## src/shared/timer_compare_defines.svh

```systemverilog
/*
 * Constants of the timer compare channel: register offsets, field positions,
 * reset values and compare mode codes.
 * Assumes inclusion by bare name from the package and the core module.
 */
// Overview of operation
// - Compare 16-bit compare_value_pair with 16-bit timer_count_pair continuously; act per mode.
// - Any match in a mode other than 0000 sets compare_match_flag together with the pin action.
// - Second channel output may move to an alternate pin by alt_pin_function_reg.
// - All-zero compare_control_reg forces the compare output latch low.
// - Mode 1010 only flags matches; pin stays untouched.
// - Mode 1011 match resets timer and starts conversion if converter enabled.
// - Conversion trigger fires at match; timer clears at next timer clock edge.
// - Compare-caused timer reset never sets timer_overflow_flag.
// - If match vanishes before the timer-clear edge, no timer reset happens.
// - No compare action while the system clock sleeps.
`ifndef TIMER_COMPARE_DEFINES_SVH
`define TIMER_COMPARE_DEFINES_SVH

`define TC_ADDR_W      8
`define TC_CNT_W       16
`define TC_MODE_W      4
`define TC_FLAG_W      2
`define TC_DIR_W       2

// Register byte offsets
`define TC_OFS_CTRL    8'h00
`define TC_OFS_VALUE   8'h04
`define TC_OFS_FLAGS   8'h08
`define TC_OFS_MASK    8'h0c
`define TC_OFS_ALTPIN  8'h10
`define TC_OFS_DIR     8'h14
`define TC_OFS_STATE   8'h18

// Flag, state and direction bit positions
`define TC_FLAG_MATCH  0
`define TC_FLAG_OVF    1
`define TC_ST_LATCH    0
`define TC_ST_EQUAL    1
`define TC_ST_RSTREQ   2
`define TC_DIR_MAIN    0
`define TC_DIR_ALT     1

// Reset values
`define TC_RST_MODE    4'h0
`define TC_RST_VALUE   16'h0000
`define TC_RST_FLAGS   2'h0
`define TC_RST_MASK    2'h0
`define TC_RST_DIR     2'h3

// Compare mode codes
`define TC_MODE_OFF    4'h0
`define TC_MODE_TOGGLE 4'h2
`define TC_MODE_SET    4'h8
`define TC_MODE_CLEAR  4'h9
`define TC_MODE_SWINT  4'ha
`define TC_MODE_TRIG   4'hb

// AXI responses
`define TC_RESP_OKAY   2'h0
`define TC_RESP_SLVERR 2'h2

`endif

```

## src/shared/timer_compare_pkg.sv

```systemverilog
/*
 * Types of the timer compare channel: the packed state of the core.
 * Assumes timer_compare_defines.svh is on the include path.
 */
`include "timer_compare_defines.svh"

package timer_compare_pkg;

  typedef logic [`TC_CNT_W-1:0] count_t;

  typedef struct packed {
    logic                   aw_got;
    logic [`TC_ADDR_W-1:0]  awaddr;
    logic                   w_got;
    logic [31:0]            wdata;
    logic [3:0]             wstrb;
    logic                   awready;
    logic                   wready;
    logic                   bvalid;
    logic [1:0]             bresp;
    logic                   arready;
    logic                   rvalid;
    logic [31:0]            rdata;
    logic [1:0]             rresp;
    logic [`TC_MODE_W-1:0]  mode;
    count_t                 value;
    logic [`TC_FLAG_W-1:0]  flags;
    logic [`TC_FLAG_W-1:0]  mask;
    logic                   alt_sel;
    logic [`TC_DIR_W-1:0]   dir;
    logic                   latch;
    logic                   equal;
    logic                   reset_req;
    logic                   adc_trig;
    logic                   pin_out;
    logic                   pin_oe_b;
    logic                   alt_out;
    logic                   alt_oe_b;
    logic                   irq;
  } state_s;

endpackage : timer_compare_pkg

```

## src/core/timer_compare_unit.sv

```systemverilog
/*
 * Timer compare channel with AXI4-Lite register access, compare output latch,
 * primary and alternate pin drive, conversion trigger and timer clear request.
 * Assumes the timer and converter run on clk_i; timer_tick_i marks the cycle
 * in which the timer advances, and the timer loads zero on a tick while
 * timer_reset_o is high.
 */
`timescale 1ns/1ps
`include "timer_compare_defines.svh"

module timer_compare_unit (
  input  wire logic                  clk_i,
  input  wire logic                  rst_b_i,
  input  wire logic [`TC_ADDR_W-1:0] s_axi_awaddr_i,
  input  wire logic                  s_axi_awvalid_i,
  output logic                       s_axi_awready_o,
  input  wire logic [31:0]           s_axi_wdata_i,
  input  wire logic [3:0]            s_axi_wstrb_i,
  input  wire logic                  s_axi_wvalid_i,
  output logic                       s_axi_wready_o,
  output logic [1:0]                 s_axi_bresp_o,
  output logic                       s_axi_bvalid_o,
  input  wire logic                  s_axi_bready_i,
  input  wire logic [`TC_ADDR_W-1:0] s_axi_araddr_i,
  input  wire logic                  s_axi_arvalid_i,
  output logic                       s_axi_arready_o,
  output logic [31:0]                s_axi_rdata_o,
  output logic [1:0]                 s_axi_rresp_o,
  output logic                       s_axi_rvalid_o,
  input  wire logic                  s_axi_rready_i,
  input  wire logic [`TC_CNT_W-1:0]  timer_count_i,
  input  wire logic                  timer_tick_i,
  input  wire logic                  timer_overflow_i,
  input  wire logic                  adc_enable_i,
  input  wire logic                  sleep_i,
  output logic                       timer_reset_o,
  output logic                       adc_trigger_o,
  output logic                       pin_out_o,
  output logic                       pin_oe_b_o,
  output logic                       alt_pin_out_o,
  output logic                       alt_pin_oe_b_o,
  output logic                       irq_o
);

  timer_compare_pkg::state_s s_q;
  timer_compare_pkg::state_s s_d;

  // Returns 1 when the byte address hits a mapped register
  function automatic logic addr_hit(input logic [`TC_ADDR_W-1:0] a);
    unique case (a)
      `TC_OFS_CTRL, `TC_OFS_VALUE, `TC_OFS_FLAGS, `TC_OFS_MASK,
      `TC_OFS_ALTPIN, `TC_OFS_DIR, `TC_OFS_STATE: addr_hit = 1'b1;
      default:                                    addr_hit = 1'b0;
    endcase
  endfunction : addr_hit

  // Merges write data into the old word by byte lanes
  function automatic logic [31:0] merge_lanes(input logic [31:0] old_w,
                                              input logic [31:0] new_w,
                                              input logic [3:0]  strb);
    logic [31:0] m;
    m = old_w;
    for (int i = 0; i < 4; i++) begin
      if (strb[i]) begin
        m[i*8 +: 8] = new_w[i*8 +: 8];
      end
    end
    merge_lanes = m;
  endfunction : merge_lanes

  // Returns the zero-extended current content of a register
  function automatic logic [31:0] reg_word(input timer_compare_pkg::state_s s,
                                           input logic [`TC_ADDR_W-1:0] a);
    logic [31:0] w;
    w = 32'h0000_0000;
    unique case (a)
      `TC_OFS_CTRL:   w[`TC_MODE_W-1:0] = s.mode;
      `TC_OFS_VALUE:  w[`TC_CNT_W-1:0] = s.value;
      `TC_OFS_FLAGS:  w[`TC_FLAG_W-1:0] = s.flags;
      `TC_OFS_MASK:   w[`TC_FLAG_W-1:0] = s.mask;
      `TC_OFS_ALTPIN: w[0] = s.alt_sel;
      `TC_OFS_DIR:    w[`TC_DIR_W-1:0] = s.dir;
      `TC_OFS_STATE: begin
        w[`TC_ST_LATCH]  = s.latch;
        w[`TC_ST_EQUAL]  = s.equal;
        w[`TC_ST_RSTREQ] = s.reset_req;
      end
      default:        w = 32'h0000_0000;
    endcase
    reg_word = w;
  endfunction : reg_word

  logic                  do_write;
  logic [31:0]           wr_word;
  logic                  pin_mode;
  logic                  equal_now;
  logic                  match_evt;
  logic [`TC_FLAG_W-1:0] flag_set;
  logic [`TC_FLAG_W-1:0] flag_clr;

  always_comb begin
    s_d       = s_q;
    do_write  = 1'b0;
    wr_word   = 32'h0000_0000;
    flag_set  = `TC_RST_FLAGS;
    flag_clr  = `TC_RST_FLAGS;

    // Write address and data are taken independently, in either order
    if (s_axi_awvalid_i && s_q.awready) begin
      s_d.aw_got = 1'b1;
      s_d.awaddr = s_axi_awaddr_i;
    end
    if (s_axi_wvalid_i && s_q.wready) begin
      s_d.w_got = 1'b1;
      s_d.wdata = s_axi_wdata_i;
      s_d.wstrb = s_axi_wstrb_i;
    end

    // Commit once both halves are held and no response is pending
    if (s_q.aw_got && s_q.w_got && !s_q.bvalid) begin
      do_write   = addr_hit(s_q.awaddr);
      wr_word    = merge_lanes(reg_word(s_q, s_q.awaddr), s_q.wdata, s_q.wstrb);
      s_d.aw_got = 1'b0;
      s_d.w_got  = 1'b0;
      s_d.bvalid = 1'b1;
      s_d.bresp  = do_write ? `TC_RESP_OKAY : `TC_RESP_SLVERR;
    end else if (s_q.bvalid && s_axi_bready_i) begin
      s_d.bvalid = 1'b0;
    end

    if (do_write) begin
      unique case (s_q.awaddr)
        `TC_OFS_CTRL:   s_d.mode    = wr_word[`TC_MODE_W-1:0];
        `TC_OFS_VALUE:  s_d.value   = wr_word[`TC_CNT_W-1:0];
        `TC_OFS_FLAGS:  flag_clr    = wr_word[`TC_FLAG_W-1:0];
        `TC_OFS_MASK:   s_d.mask    = wr_word[`TC_FLAG_W-1:0];
        `TC_OFS_ALTPIN: s_d.alt_sel = wr_word[0];
        `TC_OFS_DIR:    s_d.dir     = wr_word[`TC_DIR_W-1:0];
        default:        s_d.mode    = s_q.mode;
      endcase
    end

    // Read channel: one read at a time, answered the cycle after acceptance
    if (s_axi_arvalid_i && s_q.arready) begin
      s_d.rvalid = 1'b1;
      s_d.rdata  = reg_word(s_q, s_axi_araddr_i);
      s_d.rresp  = addr_hit(s_axi_araddr_i) ? `TC_RESP_OKAY : `TC_RESP_SLVERR;
    end else if (s_q.rvalid && s_axi_rready_i) begin
      s_d.rvalid = 1'b0;
    end

    // Compare against the value that stands after this cycle's write
    equal_now = (s_d.value == timer_count_i);
    // Only the rising edge of equality counts, and never in sleep
    match_evt = equal_now && !s_q.equal && !sleep_i;
    s_d.equal = equal_now;

    pin_mode = (s_d.mode == `TC_MODE_TOGGLE) || (s_d.mode == `TC_MODE_SET) ||
               (s_d.mode == `TC_MODE_CLEAR);

    // Compare output latch
    if (s_d.mode == `TC_MODE_OFF) begin
      s_d.latch = 1'b0;
    end else if (match_evt) begin
      unique case (s_d.mode)
        `TC_MODE_TOGGLE: s_d.latch = !s_q.latch;
        `TC_MODE_SET:    s_d.latch = 1'b1;
        `TC_MODE_CLEAR:  s_d.latch = 1'b0;
        default:         s_d.latch = s_q.latch;
      endcase
    end

    // Any active mode flags a match in the cycle of the pin action
    flag_set[`TC_FLAG_MATCH] = match_evt && (s_d.mode != `TC_MODE_OFF);
    // Only the timer's own overflow sets this flag
    flag_set[`TC_FLAG_OVF] = timer_overflow_i;

    // A new event wins over a clear in the same cycle
    s_d.flags = (s_q.flags & ~flag_clr) | flag_set;

    // Conversion start goes out at once on the match
    s_d.adc_trig = match_evt && (s_d.mode == `TC_MODE_TRIG) && adc_enable_i;

    // Timer clear request waits for the next timer tick and drops if
    // the match goes away or the mode changes first
    s_d.reset_req = ((match_evt && (s_d.mode == `TC_MODE_TRIG)) ||
                     (s_q.reset_req && !timer_tick_i)) &&
                    equal_now && (s_d.mode == `TC_MODE_TRIG) && !sleep_i;

    // Pin drive; the channel releases the pin outside the latch modes
    s_d.pin_out  = s_d.latch;
    s_d.alt_out  = s_d.latch;
    s_d.pin_oe_b = !(pin_mode && !s_d.alt_sel && !s_d.dir[`TC_DIR_MAIN]);
    s_d.alt_oe_b = !(pin_mode && s_d.alt_sel && !s_d.dir[`TC_DIR_ALT]);

    s_d.irq = |(s_d.flags & s_d.mask);

    s_d.awready = !s_d.aw_got && !s_d.bvalid;
    s_d.wready  = !s_d.w_got && !s_d.bvalid;
    s_d.arready = !s_d.rvalid;
  end

  always_ff @(posedge clk_i or negedge rst_b_i) begin
    if (!rst_b_i) begin
      s_q           <= '0;
      s_q.mode      <= `TC_RST_MODE;
      s_q.value     <= `TC_RST_VALUE;
      s_q.flags     <= `TC_RST_FLAGS;
      s_q.mask      <= `TC_RST_MASK;
      s_q.dir       <= `TC_RST_DIR;
      s_q.pin_oe_b  <= 1'b1;
      s_q.alt_oe_b  <= 1'b1;
      s_q.awready   <= 1'b1;
      s_q.wready    <= 1'b1;
      s_q.arready   <= 1'b1;
    end else begin
      s_q <= s_d;
    end
  end

  assign s_axi_awready_o = s_q.awready;
  assign s_axi_wready_o  = s_q.wready;
  assign s_axi_bvalid_o  = s_q.bvalid;
  assign s_axi_bresp_o   = s_q.bresp;
  assign s_axi_arready_o = s_q.arready;
  assign s_axi_rvalid_o  = s_q.rvalid;
  assign s_axi_rdata_o   = s_q.rdata;
  assign s_axi_rresp_o   = s_q.rresp;
  assign timer_reset_o   = s_q.reset_req;
  assign adc_trigger_o   = s_q.adc_trig;
  assign pin_out_o       = s_q.pin_out;
  assign pin_oe_b_o      = s_q.pin_oe_b;
  assign alt_pin_out_o   = s_q.alt_out;
  assign alt_pin_oe_b_o  = s_q.alt_oe_b;
  assign irq_o           = s_q.irq;

endmodule : timer_compare_unit

```

## config.mk

```make
export PLATFORM = sky130hd
export DESIGN_NAME = timer_compare_unit
export DESIGN_NICKNAME = d
export VERILOG_FILES = /design/src/shared/timer_compare_pkg.sv /design/src/core/timer_compare_unit.sv
export VERILOG_INCLUDE_DIRS = /design/src /design/src/shared
export SDC_FILE = /design/constraint.sdc
export NUM_CORES = 1
export LEC_CHECK = 0
export BUFFER_PORTS_ARGS = -buffer_cell sky130_fd_sc_hd__buf_2
export CORE_MARGIN = 2
export CORE_UTILIZATION = 30
export DETAILED_ROUTE_END_ITERATION = 10
export HOLD_SLACK_MARGIN = 0.08
export PLACE_DENSITY = 0.54
export SLEW_MARGIN = 20
export SYNTH_ARGS = -nofsm -noshare
export SYNTH_HDL_FRONTEND = slang
export SYNTH_SLANG_ARGS = --single-unit
```

## constraint.sdc

```tcl
create_clock -name clk_i -period 7.1 [get_ports clk_i]
set_input_delay 1.065 -clock clk_i [delete_from_list [all_inputs] [get_ports clk_i]]
set_output_delay 1.065 -clock clk_i [all_outputs]
set_load 0.01 [all_outputs]
```

**Word level (Yosys, flattened, before mapping)**

Index checks and enable logic that the tools add are counted.

- Bits in read-only memories: 0
- Input port bits: 79
- Bits in writable memories: 0
- Memories: 0
- Word-level logic and storage cells: 136
- Latch bits: 0
- Register bits after elaboration: 105

- Eq/ne operators: 17
- Multiply operators: 0
- Bitwise operators: 4
- Muxes and demuxes: 40
- Reductions and logical operators: 49
- $lt $le $gt $ge: 0
- Shifts and indexed selects: 0
- Divide/modulo/power cells: 0
- Add/subtract/negate cells: 0

Operators with widths:

| cell | number |
|---|---|
| $eq A8 B5 Y1 const B | 6 |
| $mux W37 | 1 |
| $eq A8 B4 Y1 const B | 4 |
| $mux W16 | 2 |
| $mux W12 | 2 |
| $logic_and A1 B1 Y1 | 22 |
| $mux W20 | 1 |
| $eq A16 B16 Y1 | 1 |
| $eq A8 B3 Y1 const B | 2 |
| $logic_not A8 Y1 | 2 |
| $mux W8 | 2 |
| $logic_not A1 Y1 | 14 |
| $mux W1 | 14 |
| $reduce_or A7 Y1 | 2 |
| $eq A4 B4 Y1 const B | 3 |
| $mux W2 | 6 |
| $pmux W1 S6 | 2 |
| $mux W9 | 1 |
| $pmux W1 S3 | 3 |
| $reduce_bool A4 Y1 | 2 |
| $pmux W1 S7 | 1 |
| $mux W5 | 1 |
| $pmux W1 S5 | 1 |
| $and A2 B2 Y2 | 2 |
| 10 further kinds | 13 |

**Depth between registers and ports, before layout**

- Depth in word-level cells: 14
- Depth in mapped cells: 11
- Gate-level depth less buffers: 9

**Worst setup path after synthesis**

No wires, ideal clock.

- Path kind: register to register
- Start: reg s_q[118] in the netlist's numbering
- End: reg s_q, in the netlist timer_reset_o
- Path slack: 4.430 ns
- Arrival time: 2.583 ns
- Buffers on the path: 1
- Stages on the path, launching flop included: 10
- Data required time: 7.013 ns
- Cell sequence: dfrtp_1 clkbuf_1 nor4_4 nand4_4 mux2_4 a222oi_1 nand2_1 a2111oi_4 nand3_2 a211oi_2

RTL lines:

| item | RTL line | text |
|---|---|---|
| start, declared | timer_compare_unit.sv:45 | `timer_compare_pkg::state_s s_q;` |

==> impl_metrics.env <==
export IMPL_status="complete, no violations"
export IMPL_synth_warnings=0
export IMPL_power_density_nw_per_um2=313.6
export IMPL_cap_violations=0
export IMPL_hold_path_depth=2
export IMPL_cp_depth=8
export IMPL_slew_headroom=0.4709
export IMPL_fillCellCount=1490
export IMPL_clockBufferDepth=2
export IMPL_ys_types=61
export IMPL_peakVddDrop_uv=169.6
export IMPL_r2r_end="timer_reset_o$_DFF_PN0_"
export IMPL_arrival_ns=3.62
export IMPL_row_count=44
export IMPL_required_ns=7.36
export IMPL_wl_met3_um=728
export IMPL_slew_violations=0
export IMPL_r2r_start="s_q[116]$_DFFE_PN0P_"
export IMPL_area_growth_synth_to_final_pct=15.84
export IMPL_hold_path_class="reg2reg"
export IMPL_gp_congestion=0.8485
export IMPL_reg2reg_depth=8
export IMPL_crit_slowest_cell="dfrtp_1"
export IMPL_grt_max_degree=54
export IMPL_async_flop_share=1.000
export IMPL_final_layout_size_suffix_gt1_frac=0.3267
export IMPL_fmax_mhz=297.5
export IMPL_vias_per_cell=4.886
export IMPL_cp_start_kind="flip-flop"
export IMPL_vias=3342
export IMPL_syn_avg_cell_area_um2=10.66
export IMPL_worstHoldStart="s_axi_rdata_o[0]$_DFFE_PN0P_"
export IMPL_setup_viol=0
export IMPL_post_cts_buffers=0
export IMPL_h_tree_depth=3
export IMPL_path_clk_slew_ns=0.06
export IMPL_wl_met2_mm=4.760
export IMPL_first_global_vias=3364
export IMPL_seq_area_frac_synth=0.4702
export IMPL_grt_pass1_wl_mm=18.13
export IMPL_cp_top_family="simple AND/OR/NAND/NOR gates"
export IMPL_total_power_mw=1.650
export IMPL_start_util=0.3102
export IMPL_path_buf_inv=0
export IMPL_clockRootBuffer="clkbuf_16"
export IMPL_rrSetupSlack_ns=3.74
export IMPL_leakage_nw=2.463
export IMPL_antenna_found_initial=1
export IMPL_slowest_delay_ns=0.61
export IMPL_syn_area_um2=4542
export IMPL_crit_chain="nor4b_4 > nand4_4 > mux2_4 > a222oi_1 > nand2_1 > a2111oi_4 > nand3_2 > a211oi_2"
export IMPL_grt_ovfl_total=0
export IMPL_die_h_um=127.0
export IMPL_cts_sinks=85
export IMPL_drt_initial_drc_count=196
export IMPL_drt_total_wl_mm=11.10
export IMPL_wl_met1_mm=5.310
export IMPL_core_area_um2=14640
export IMPL_pin_count=127
export IMPL_routed_top_layer="met4"
export IMPL_final_min_clock_period_ns=3.361
export IMPL_hold_end="s_axi_rdata_o[0]$_DFFE_PN0P_"
export IMPL_ant_nets=0
export IMPL_path_max_fanout=13
export IMPL_remaining_drc_errors=0
export IMPL_nNetsFinal=573
export IMPL_routedWlPerCell_um=16.23
export IMPL_dieArea_um2=16140
export IMPL_dr_pass1_iters=5
export IMPL_dp_hpwl_mm=8.437
export IMPL_finalCritPeriodShare=0.4734
export IMPL_insertion_delay_ns=0.35
export IMPL_portBuffers=90
export IMPL_synth_edf_count=0
export IMPL_die_w_um=127.0
export IMPL_grt_use_total=0.1457
export IMPL_crit_type="reg2reg"
export IMPL_hold_violations=0
export IMPL_cts_tree="done"
export IMPL_tightest_slew_ns=0.7917
export IMPL_cts_resized=0
export IMPL_cp_end_kind="flip-flop"
export IMPL_synth_cells=426
export IMPL_synth_main_ff_cell="dfrtp_1"
export IMPL_ys_ff_latch=85
export IMPL_finClkSkew_ns=0.007221
export IMPL_rsz0062_at_grt="false"
export IMPL_tns_ns=0
export IMPL_hold_buffers=0
export IMPL_cts_buffers=9
layout by cell type (no fill, tap or decap), types with 9 or more instances in the layout:
cell type,instances
conb_1,18
nor2_1,19
clkbuf_16,9
a22o_1,12
a21oi_1,9
nand2_1,32
mux2_2,36
nand3_1,13
mux2i_1,11
dfrtp_1,78
buf_2,89
inv_1,24
xnor2_1,11
o21ai_0,20
power breakdown:
| group | switching [mW] | internal (mW) | total [mW] | leakage (nW) |
|---|---|---|---|---|
| clock | 0.187 | 0.282 | 0.469 | 0.147 |
| combinational | 0.211 | 0.214 | 0.425 | 1.24 |
| sequential | 0.154 | 0.603 | 0.757 | 1.08 |
sequential cells by signal (all words and copies together), names as in the netlist:
name,count
alt_pin_oe_b_o,1
s_q,56
irq_o,1
alt_pin_out_o,1
s_axi_bresp_o,1
s_axi_wready_o,1
s_axi_rresp_o,1
pin_oe_b_o,1
adc_trigger_o,1
s_axi_awready_o,1
s_axi_arready_o,1
s_axi_rdata_o,16
timer_reset_o,1
s_axi_bvalid_o,1
s_axi_rvalid_o,1
per-stage QoR:
| stage | worst slack [ns] | instances | hold slack (ns) | instance area (µm²) | utilization |
|---|---|---|---|---|---|
| after floorplan | 4.430 | 443 | 0.4510 | 4606 | - |
| after global placement | 3.769 | 667 | 0.4586 | 4962 | 0.3389 |
| after detailed placement | 3.717 | 667 | 0.4647 | 4962 | 0.3389 |
| after CTS | 3.710 | 683 | 0.4793 | 5258 | 0.3590 |
| after global routing | 3.484 | 684 | 0.5017 | 5261 | 0.3593 |
| final | 3.739 | 684 | 0.4713 | 5261 | 0.3593 |
worst register-to-register path, cell delays in order (launching register included):
cell and delay, ns:
dfrtp_1 0.61, nor4b_4 0.61, nand4_4 0.31, mux2_4 0.39, a222oi_1 0.27, nand2_1 0.16, a2111oi_4 0.53, nand3_2 0.19
a211oi_2 0.23
how the worst max path moves through the flow:
stage                    startpoint                       to  slack [ns]
6_report       s_q[116]$_DFFE_PN0P_  timer_reset_o$_DFF_PN0_        3.74
5_1_grt        s_q[116]$_DFFE_PN0P_  timer_reset_o$_DFF_PN0_        3.48
4_1_cts        s_q[117]$_DFFE_PN0P_  timer_reset_o$_DFF_PN0_        3.71
3_5_place_dp   s_q[117]$_DFFE_PN0P_  timer_reset_o$_DFF_PN0_        3.72
3_3_place_gp   s_q[117]$_DFFE_PN0P_  timer_reset_o$_DFF_PN0_        3.77
2_1_floorplan  s_q[118]$_DFFE_PN0P_  timer_reset_o$_DFF_PN0_        4.43
synth_stat cells, drive strengths merged, types with 2 or more instances:
master	number	area, µm²
and2	3	18.77
nand2	32	120.1
a221o	3	30.03
o21ai	20	100.1
mux2	37	420.4
o211ai	4	30.03
dfstp	7	183.9
or2	2	12.51
nor2b	6	37.54
o2bb2ai	3	26.28
nor4	3	33.78
a22o	12	105.1
mux2i	11	110.1
nor2	19	71.32
clkbuf	14	52.55
nor3	8	45.04
a221oi	2	17.52
nand3b	3	22.52
xor2	5	43.79
o22ai	3	18.77
a21oi	9	45.04
buf	38	289.0
a31o	2	17.52
xnor2	11	96.34
inv	24	90.09
o21a	2	15.01
dfrtp	78	1952
a222oi	2	20.02
nand3	14	75.07
a32o	3	30.03
a2111oi	2	36.29
a31oi	3	18.77
mux4	2	45.04
nor3b	3	22.52
nand2b	6	37.54
and3	4	25.02
o41ai	2	17.52
nand4	9	71.32
cell families after synthesis:
kind of cell | after synthesis | share of synthesized area
DFF | 85 | 0.4702
buffers and inverters | 76 | 0.09504
other | 1 | 0.0008257
and+or+nand+nor | 119 | 0.1463
muxes | 50 | 0.1267
AOI/OAI and AO/OA | 79 | 0.1300
xor gates and xnor gates | 16 | 0.03085
routing by layer:
metal / vias up / GRT usage
li1: 1613 / -
met1: 1593 / 0.2028
met2: 117 / 0.2100
met3: 19 / 0.03936
met4: 0 / 0.07046
met5: - / 0
layout make-up:
| class | count | area (µm²) | share of cell area |
|---|---|---|---|
| sequential | 85 | 2136 | 0.4059 |
| antenna | 1 | 2.502 | 0.0004756 |
| clock buffer | 12 | 246.5 | 0.04685 |
| timing repair buffer | 92 | 467.9 | 0.08894 |
| multi-input combinational | 282 | 2039 | 0.3876 |
| clock inverter | 4 | 48.80 | 0.009275 |
| inverter | 24 | 90.09 | 0.01712 |
| tap | 184 | 230.2 | 0.04376 |
No activity file was read; power rests on OpenSTA's default activity.
